### src/common/lvs_pkg.sv
// Package: constants and register map of the line voltage supervisor
// What this block does
// - Integrator off at reset; offset MSB enables
// - Zero-cross output follows filtered voltage sign
// - Each crossing sets flag; enabled drives interrupt
// - Status-clear read resets flag and interrupt
// - 12-bit timeout counter decrements every 128 clocks
// - Crossing reloads counter from programmed timeout
// - Timeout register resets to 0xfff
// - Counter zero without crossing drives dip low
// - Timeout flag always set; interrupt needs enable
// - Timeout register at 0x1d read and write
// - 16-bit period updated each cycle, MSB zero
// - Period filtered, within one LSB steady
// - Low supply: inactive, filtered with hysteresis
// - Dip output low while supply inactive
// - Cycle setting is one more than cycles
// - Dip event sets flag; enabled drives interrupt
// - Dip released when magnitude reaches level
// - Level compared to doubled magnitude high byte
package lvs_pkg;
    // ========================================
    // Register map
    localparam logic [5:0] LVS_ADDR_OFFSET1 = 6'h0d;
    localparam logic [5:0] LVS_ADDR_IRQ_EN = 6'h0a;
    localparam logic [5:0] LVS_ADDR_STATUS = 6'h0b;
    localparam logic [5:0] LVS_ADDR_STATUS_CLR = 6'h0c;
    localparam logic [5:0] LVS_ADDR_MODE = 6'h09;
    localparam logic [5:0] LVS_ADDR_TIMEOUT = 6'h1d;
    localparam logic [5:0] LVS_ADDR_DIP_CYC = 6'h1e;
    localparam logic [5:0] LVS_ADDR_DIP_LVL = 6'h1f;
    localparam logic [5:0] LVS_ADDR_PERIOD = 6'h27;
    // ========================================
    // Field positions
    localparam int LVS_BIT_INTEG = 7;
    localparam int LVS_BIT_DIP_DIS = 3;
    localparam int LVS_ST_DIP = 1;
    localparam int LVS_ST_TIMEOUT = 3;
    localparam int LVS_ST_ZX = 4;
    // ========================================
    // Reset values
    localparam logic [11:0] LVS_TIMEOUT_RST = 12'hfff;
    localparam logic [7:0] LVS_DIP_CYC_RST = 8'hff;
    localparam logic [7:0] LVS_DIP_LVL_RST = 8'h00;
    localparam logic [15:0] LVS_IRQ_EN_RST = 16'h0000;
    localparam logic [15:0] LVS_MODE_RST = 16'h0000;
    // ========================================
    // Timing
    localparam int LVS_CLK_HZ = 10_000_000;
    localparam logic [6:0] LVS_TICK_DIV = 7'h7f;
    localparam int LVS_PERIOD_DIV_CLKS = 32;
    localparam int LVS_SETTLE_MS = 1800;
    localparam int LVS_SETTLE_CYC = LVS_SETTLE_MS * (LVS_CLK_HZ / 1000);
    localparam logic [3:0] LVS_SUPPLY_FILT = 4'hf;
endpackage

### src/design/lvs_period_filter.sv
// Period filter: running average of raw period counts
`timescale 1ns/10ps
module lvs_period_filter (
    // Clock and reset
    input wire logic clock,
    input wire logic rstn,
    // Raw sample in
    input wire logic sample_valid,
    input wire logic [14:0] sample,
    // Filtered value out
    output logic [15:0] period_q
);
    import lvs_pkg::*;
    logic [18:0] acc_q;
    logic primed_q;
    logic [18:0] acc_d;

    // First-order IIR, gain 1/8: slow settle traded for a steady LSB
    always_comb begin
        acc_d = acc_q - {3'h0, acc_q[18:3]} + {4'h0, sample};
    end

    always_ff @(posedge clock) begin
        if (!rstn) begin
            acc_q <= 19'h00000;
            primed_q <= 1'b0;
            period_q <= 16'h0000;
        end else if (sample_valid) begin
            primed_q <= 1'b1;
            if (!primed_q) begin
                acc_q <= {1'b0, sample, 3'h0};
                period_q <= {1'b0, sample};
            end else begin
                acc_q <= acc_d;
                period_q <= {1'b0, acc_d[17:3]};
            end
        end
    end
endmodule

### src/design/lvs_supervisor.sv
// Line voltage supervisor: zero cross, timeout, period, dip, supply
`timescale 1ns/10ps
module lvs_supervisor (
    // Clock and reset
    input wire logic clock,
    input wire logic rstn,
    // Register port
    input wire logic [5:0] reg_addr,
    input wire logic reg_wr,
    input wire logic reg_rd,
    input wire logic [15:0] reg_wdata,
    output logic [15:0] reg_rdata,
    // Voltage channel samples
    input wire logic sample_valid,
    input wire logic [15:0] first_lowpass_filter,
    // Supply monitor pin
    input wire logic analog_supply_ok,
    // Outputs
    output logic zero_cross_out,
    output logic irq_n,
    output logic dip_n,
    output logic integrator_en,
    output logic active
);
    import lvs_pkg::*;

    // ========================================
    // Registers
    logic [15:0] irq_en_q;
    logic [15:0] mode_q;
    logic [15:0] status_q;
    logic [5:0] offset1_q;
    logic [11:0] zero_cross_timeout_q;
    logic [7:0] dip_cycle_count_q;
    logic [7:0] dip_threshold_q;
    logic [15:0] line_period;

    always_ff @(posedge clock) begin
        if (!rstn) begin
            irq_en_q <= LVS_IRQ_EN_RST;
            mode_q <= LVS_MODE_RST;
            offset1_q <= 6'h00;
            integrator_en <= 1'b0;
            zero_cross_timeout_q <= LVS_TIMEOUT_RST;
            dip_cycle_count_q <= LVS_DIP_CYC_RST;
            dip_threshold_q <= LVS_DIP_LVL_RST;
        end else if (reg_wr) begin
            if (reg_addr == LVS_ADDR_IRQ_EN) begin
                irq_en_q <= reg_wdata;
            end else if (reg_addr == LVS_ADDR_MODE) begin
                mode_q <= reg_wdata;
            end else if (reg_addr == LVS_ADDR_OFFSET1) begin
                offset1_q <= reg_wdata[5:0];
                integrator_en <= reg_wdata[LVS_BIT_INTEG];
            end else if (reg_addr == LVS_ADDR_TIMEOUT) begin
                zero_cross_timeout_q <= reg_wdata[11:0];
            end else if (reg_addr == LVS_ADDR_DIP_CYC) begin
                dip_cycle_count_q <= reg_wdata[7:0];
            end else if (reg_addr == LVS_ADDR_DIP_LVL) begin
                dip_threshold_q <= reg_wdata[7:0];
            end
        end
    end

    always_ff @(posedge clock) begin
        if (!rstn) begin
            reg_rdata <= 16'h0000;
        end else if (reg_rd) begin
            if (reg_addr == LVS_ADDR_IRQ_EN) begin
                reg_rdata <= irq_en_q;
            end else if (reg_addr == LVS_ADDR_MODE) begin
                reg_rdata <= mode_q;
            end else if (reg_addr == LVS_ADDR_OFFSET1) begin
                reg_rdata <= {8'h00, integrator_en, 1'b0, offset1_q};
            end else if (reg_addr == LVS_ADDR_STATUS ||
                         reg_addr == LVS_ADDR_STATUS_CLR) begin
                reg_rdata <= status_q;
            end else if (reg_addr == LVS_ADDR_TIMEOUT) begin
                reg_rdata <= {4'h0, zero_cross_timeout_q};
            end else if (reg_addr == LVS_ADDR_DIP_CYC) begin
                reg_rdata <= {8'h00, dip_cycle_count_q};
            end else if (reg_addr == LVS_ADDR_DIP_LVL) begin
                reg_rdata <= {8'h00, dip_threshold_q};
            end else if (reg_addr == LVS_ADDR_PERIOD) begin
                reg_rdata <= line_period;
            end else begin
                reg_rdata <= 16'h0000;
            end
        end
    end

    // ========================================
    // Supply monitor
    logic sup_s1_q;
    logic sup_s2_q;
    logic [3:0] sup_cnt_q;

    always_ff @(posedge clock) begin
        if (!rstn) begin
            sup_s1_q <= 1'b0;
            sup_s2_q <= 1'b0;
        end else begin
            sup_s1_q <= analog_supply_ok;
            sup_s2_q <= sup_s1_q;
        end
    end

    // Counter hysteresis: state flips only after a full run of agreement
    always_ff @(posedge clock) begin
        if (!rstn) begin
            sup_cnt_q <= 4'h0;
            active <= 1'b0;
        end else if (sup_s2_q == active) begin
            sup_cnt_q <= 4'h0;
        end else if (sup_cnt_q == LVS_SUPPLY_FILT) begin
            sup_cnt_q <= 4'h0;
            active <= sup_s2_q;
        end else begin
            sup_cnt_q <= sup_cnt_q + 4'h1;
        end
    end

    // ========================================
    // Zero crossing
    logic sign_q;
    logic zx_ev;
    logic zx_rise;

    assign zx_ev = sample_valid && active && (first_lowpass_filter[15] == sign_q);
    assign zx_rise = zx_ev && !sign_q;

    always_ff @(posedge clock) begin
        if (!rstn) begin
            // Last sign taken as negative, so no false edge after reset
            sign_q <= 1'b0;
            zero_cross_out <= 1'b0;
        end else if (sample_valid && active) begin
            sign_q <= ~first_lowpass_filter[15];
            if (zx_ev) begin
                zero_cross_out <= ~sign_q;
            end
        end
    end

    // ========================================
    // Timeout counter
    logic [6:0] div_q;
    logic tick;
    logic [11:0] to_cnt_q;
    logic to_ev;

    assign tick = (div_q == LVS_TICK_DIV);

    always_ff @(posedge clock) begin
        if (!rstn) begin
            div_q <= 7'h00;
        end else begin
            div_q <= div_q + 7'h01;
        end
    end

    assign to_ev = active && tick && !zx_ev && (to_cnt_q == 12'h001);

    always_ff @(posedge clock) begin
        if (!rstn) begin
            to_cnt_q <= LVS_TIMEOUT_RST;
        end else if (zx_ev) begin
            to_cnt_q <= zero_cross_timeout_q;
        end else if (active && tick && to_cnt_q != 12'h000) begin
            to_cnt_q <= to_cnt_q - 12'h001;
        end
    end

    // ========================================
    // Period measurement
    logic [14:0] per_cnt_q;
    logic per_seen_q;

    always_ff @(posedge clock) begin
        if (!rstn) begin
            per_cnt_q <= 15'h0000;
            per_seen_q <= 1'b0;
        end else if (zx_rise) begin
            per_cnt_q <= 15'h0001;
            per_seen_q <= 1'b1;
        end else if (per_cnt_q != 15'h7fff) begin
            per_cnt_q <= per_cnt_q + 15'h0001;
        end
    end

    lvs_period_filter u_filt (
        .clock(clock),
        .rstn(rstn),
        .sample_valid(zx_rise && per_seen_q),
        .sample(per_cnt_q),
        .period_q(line_period)
    );

    // ========================================
    // Dip detection
    logic [15:0] mag;
    logic [7:0] mag_byte;
    logic below;
    logic [7:0] dip_cyc_q;
    logic dip_q;
    logic dip_ev;

    assign mag = first_lowpass_filter[15] ? (~first_lowpass_filter + 16'h0001)
                                          : first_lowpass_filter;
    assign mag_byte = mag[14:7];
    assign below = dip_threshold_q > mag_byte;

    logic below_cyc_q;

    // Cycles counted on rising crossings; setting minus one is the goal
    assign dip_ev = zx_rise && !dip_q && below_cyc_q &&
                    ({1'b0, dip_cyc_q} + 9'h002 >=
                     {1'b0, dip_cycle_count_q});

    always_ff @(posedge clock) begin
        if (!rstn) begin
            below_cyc_q <= 1'b1;
            dip_cyc_q <= 8'h00;
        end else if (sample_valid && active && !below) begin
            below_cyc_q <= 1'b0;
            dip_cyc_q <= 8'h00;
        end else if (zx_rise) begin
            if (below_cyc_q && dip_cyc_q != 8'hff) begin
                dip_cyc_q <= dip_cyc_q + 8'h01;
            end else if (!below_cyc_q) begin
                dip_cyc_q <= 8'h00;
            end
            below_cyc_q <= 1'b1;
        end
    end

    always_ff @(posedge clock) begin
        if (!rstn) begin
            dip_q <= 1'b0;
        end else if (dip_ev) begin
            dip_q <= 1'b1;
        end else if (sample_valid && active && !below) begin
            dip_q <= 1'b0;
        end
    end

    logic to_hit_q;

    always_ff @(posedge clock) begin
        if (!rstn) begin
            to_hit_q <= 1'b0;
        end else if (zx_ev) begin
            to_hit_q <= 1'b0;
        end else if (to_ev) begin
            to_hit_q <= 1'b1;
        end
    end

    always_ff @(posedge clock) begin
        if (!rstn) begin
            dip_n <= 1'b0;
        end else if (!active) begin
            dip_n <= 1'b0;
        end else begin
            dip_n <= !(!mode_q[LVS_BIT_DIP_DIS] && (to_hit_q || dip_q));
        end
    end

    // ========================================
    // Status and interrupt
    logic clr;
    logic [15:0] set_v;
    logic [15:0] status_d;

    assign clr = reg_rd && (reg_addr == LVS_ADDR_STATUS_CLR);

    always_comb begin
        set_v = 16'h0000;
        set_v[LVS_ST_ZX] = zx_ev;
        set_v[LVS_ST_TIMEOUT] = to_ev;
        set_v[LVS_ST_DIP] = dip_ev;
        status_d = (clr ? 16'h0000 : status_q) | set_v;
    end

    always_ff @(posedge clock) begin
        if (!rstn) begin
            status_q <= 16'h0000;
            irq_n <= 1'b1;
        end else begin
            status_q <= status_d;
            irq_n <= ~|(status_d & irq_en_q);
        end
    end

    AST_ZX_FLAG: assert property (@(posedge clock) disable iff (!rstn)
        zx_ev |=> status_q[LVS_ST_ZX])
        else $error("zero cross flag not set");
    AST_CLR: assert property (@(posedge clock) disable iff (!rstn)
        clr && set_v == 16'h0000 |=> status_q == 16'h0000 && irq_n)
        else $error("status clear failed");
    AST_RELOAD: assert property (@(posedge clock) disable iff (!rstn)
        zx_ev |=> to_cnt_q == $past(zero_cross_timeout_q))
        else $error("timeout not reloaded");
    AST_TO_FLAG: assert property (@(posedge clock) disable iff (!rstn)
        to_ev |=> status_q[LVS_ST_TIMEOUT])
        else $error("timeout flag missing");
    AST_DIP_INACT: assert property (@(posedge clock) disable iff (!rstn)
        !active |=> !dip_n)
        else $error("dip not low while inactive");
    AST_PER_MSB: assert property (@(posedge clock) disable iff (!rstn)
        !line_period[15])
        else $error("period msb set");
    AST_DIP_FLAG: assert property (@(posedge clock) disable iff (!rstn)
        dip_ev |=> status_q[LVS_ST_DIP])
        else $error("dip flag missing");
    AST_DIV: assert property (@(posedge clock) disable iff (!rstn)
        tick |=> !tick [*8])
        else $error("tick spacing wrong");
endmodule

### config.mk
export PLATFORM = sky130hd
export DESIGN_NAME = lvs_supervisor
export DESIGN_NICKNAME = d
export VERILOG_FILES = /design/src/common/lvs_pkg.sv /design/src/design/lvs_period_filter.sv /design/src/design/lvs_supervisor.sv
export SDC_FILE = /design/constraint.sdc
export NUM_CORES = 1
export LEC_CHECK = 0
export BUFFER_PORTS_ARGS = -buffer_cell sky130_fd_sc_hd__clkbuf_2
export CAP_MARGIN = 20
export CORE_ASPECT_RATIO = 0.8
export CORE_MARGIN = 2
export CORE_UTILIZATION = 50
export CTS_BUF_LIST = sky130_fd_sc_hd__clkbuf_8
export DETAILED_ROUTE_END_ITERATION = 7
export PLACE_DENSITY = 0.78
export SLEW_MARGIN = 15
export SYNTH_ARGS = -nofsm -noshare
export SYNTH_HDL_FRONTEND = slang
export SYNTH_SLANG_ARGS = --single-unit
### constraint.sdc
create_clock -name clock -period 8.7 [get_ports clock]
set_clock_uncertainty 0.2 [all_clocks]
set_input_delay 2.175 -clock clock [delete_from_list [all_inputs] [get_ports clock]]
set_output_delay 2.175 -clock clock [all_outputs]
set_load 0.01 [all_outputs]
==> metrics.txt <==
# IOs 65; HPWL after detailed placement 17.28 mm; Worst Path Max Fanout 5; number of register bits inferred by synthesis 176; Post CTS Setup Buffer Count 0; Vias 8,240; clock tree from TritonCTS built; Row Count 44; multiplexer area fraction after synthesis 3.198%; WP data required 8.85 ns; DRC marker count from the first detailed-route iteration 818; net count reported at finish 1,267; largest area contributor in the netlist dfxtp_1; CP Class in2reg; setup slack, reg-to-reg 5.06 ns; number of buffers inserted by port buffering 64; number of H-tree levels 4; # diodes 0; synth warn 0; number of unique standard cell types used by synthesis 64; detailed-router iteration count before antenna repair 5; x dimension of the die 157.5 um; clock transition at the register clock pins on the worst setup and hold paths after CTS 0.09 ns; area of the multi-input gates 5356 um2; cell leakage power 4.308 nW; sequential area share after synthesis 37.37%; worst r2r path cells 13; kind of end point of the critical path flip-flop; clock group share of total power 39.9%; FF-to-FF End u_filt.acc_q[10]; mean number of vias per cell 5.758; clock buffer depth 2; Register Area 3523 um2; Post-Synthesis Net Count 1,238; # Max-Cap Violations 0; initial antenna violation count 0; worst-margin pin slew 0.9911 ns; Switch Pwr 0.0003843 W; largest net degree at the start of global routing 97; leading post-synthesis cells by instance count dfxtp_1 (176), nand2_1 (173), inv_1 (82), nor2_1 (65), nand3_1 (57); number of enable flip-flop cells after synthesis 0; Synth async-reset ratio 0%; DRC errors left 0; sum of negative setup slack 0 ns; sequential group share of total power 51.8%; tightest slew margin relative to the limit 33.68%; post-detailed-routing wire length 24.09 mm; setup repair after global routing missed its margin false; Routed Antenna Nets 0; final slew viol count 0; Final min period 5.167 ns; Syn Inst Count 1,136; effective utilization at floorplan 51.43%; adder-cell share of the synthesized area 8.891%; average routed wire per standard cell 16.83 um; synthesized-area fraction occupied by ao, oa, aoi and oai cells 18.33%; launching instance or port of the critical path first_lowpass_filter[2]; CTS Buf Count 17; parity-gate share of the synthesized area counting xor and xnor cells 5.202%; Int Power 0.001198 W; cell area after technology mapping 9429 um2; all-layer global routing usage 24.86%; Post-Syn Area per Cell 8.300 um2; quantity of hold-fixing buffers added after cts 0; cell area power density 153.3 nW/um2; via count of the first global-routing pass 7,606; # resized after CTS 0; Floorplan Core Area 18,330 um2; share of cells above drive strength 1 9.932%; cell types with the largest area share after synthesis dfxtp_1 (37%), nand2_1 (6.9%), ha_1 (5.7%); proportion of netlist area held by the largest area contributor 37.37%; CTS sink cnt 176; dominant combinational cell family by area after synthesis simple AND/OR/NAND/NOR gates; weighted congestion at the end of routability-driven global placement 0.8860; top-count cell post-synth dfxtp_1; insertion delay of the later-clocked pin in the worst-skew pair 0.47 ns; maximum achievable frequency 193.5 MHz; Layout Area Growth over Synthesis 9.448%; capturing element of the worst setup path dip_cyc_q[4]; switching share of power 24.28%; part of the cycle the worst path needs 59.39%; category of the worst setup path launch point input port; classification of the worst-slack hold path reg2reg; basic-gate share of the synthesized area counting and, or, nand and nor cells 21.14%; Die H 126.8 um; predominant post-synthesis flop cell dfxtp_1; result of the run finished clean; die area 19,980 um2; Peak supply drop 0.08781 mV; post-route core utilization 56.29%; total gr overflow 0; Comb power frac 8.3%; Crit Reg-Reg Startpoint per_cnt_q[1]; data arrival time of the critical path 5.32 ns; clk root buf clkbuf_8; number of fill cells in the layout 1,632; final count of negative-setup-slack endpoints 0; Final Hold Vio Count 0; global-route wire length before repair 39.32 mm
metal layers:
metal / share of wire [%] / wire, um / global-route usage (%)
met3: 9.0 / 2158 / 5.569
met2: 41 / 9973 / 34.93
met5: 0 / 0 / 0
met4: 2.1 / 503 / 7.326
met1: 48 / 11450 / 37.76
worst max-delay path: stages:
cell	delay, ns
clkbuf_2	0.08
nor4_1	0.26
nand2_1	0.10
or2_2	0.32
or3_1	0.40
o31ai_1	0.29
xor2_1	0.14
ha_1	0.31
nand3_1	0.09
or3_1	0.37
a21oi_1	0.22
nand2b_1	0.24
o21bai_1	0.23
nor2_1	0.09
power groups by stage:
stage / sequential [W] / clock (W) / combinational (W)
after floorplan: 0.000838 / 0 / 0.0000852
after global placement: 0.000838 / 0 / 0.000125
after detailed placement: 0.000839 / 0 / 0.000127
after CTS: 0.000820 / 0.000631 / 0.000129
after global routing: 0.000821 / 0.000665 / 0.000144
final: 0.000820 / 0.000632 / 0.000131
layout make-up:
cell class              count  share of cell area (%)
clock buffers              20                   2.667
clock inverters            12                   1.600
inverters                  82                   2.983
multi-input cells         817                   51.90
flip-flops and latches    176                   34.14
well taps                 253                   3.067
repair buffers             71                   3.637
worst min-delay path by stage:
stage | startpoint | to | slack, ns | cells past startpoint
after floorplan | sup_s1_q | sup_s2_q | 0.21 | 1
after global placement | sup_s1_q | sup_s2_q | 0.22 | 1
after detailed placement | sup_s1_q | sup_s2_q | 0.22 | 1
after CTS | sup_s1_q | sup_s2_q | 0.24 | 1
after global routing | sup_s1_q | sup_s2_q | 0.28 | 1
final | sup_s1_q | sup_s2_q | 0.24 | 1
registers in the layout, summed over array words and instances, names as in the netlist, 4 cells and up:
| signal | count |
|---|---|
| to_cnt_q | 12 |
| dip_cycle_count_q | 8 |
| div_q | 7 |
| u_filt.acc_q | 19 |
| offset1_q | 6 |
| status_q | 16 |
| zero_cross_timeout_q | 12 |
| irq_en_q | 16 |
| dip_cyc_q | 8 |
| per_cnt_q | 15 |
| dip_threshold_q | 8 |
| reg_rdata | 16 |
| mode_q | 16 |
| sup_cnt_q | 4 |
placed cells by master (no fill, tap or decap), types with 16 or more instances in the layout:
master	netlist	layout
clkbuf_2	1	63
nor2b_1	24	24
a21oi_1	44	44
inv_1	82	84
xnor2_1	29	29
a22oi_1	23	23
clkbuf_8	0	20
a21boi_0	35	35
and3_1	16	16
ha_1	43	43
nand2_1	173	173
nor2_1	65	65
nand3_1	57	57
mux2i_1	29	29
o21ai_0	54	54
dfxtp_1	176	176
xor2_1	27	27
stage by stage:
stage | hold slack [ns] | total power (W) | setup slack (ns) | std cells | instance area [um2]
floorplan | 0.2119 | 0.0009235 | 3.544 | 1136 | 9429
global placement | 0.2178 | 0.0009638 | 3.213 | 1399 | 9879
detailed placement | 0.2192 | 0.0009659 | 3.038 | 1399 | 9879
CTS | 0.2394 | 0.001580 | 3.533 | 1431 | 10320
global route | 0.2769 | 0.001630 | 3.231 | 1431 | 10320
finish | 0.2379 | 0.001582 | 3.533 | 1431 | 10320
logic make-up (layout without fill, tap and decap cells):
group                      Yosys count  in the layout
and+or+nand+nor                    416            416
buffers and inverters              143            185
adders and majority gates           58             58
muxes                               30             30
DFF                                176            176
AOI/OAI and AO/OA                  257            257
xor gates and xnor gates            56             56
Power figures use the tool's default switching activity.
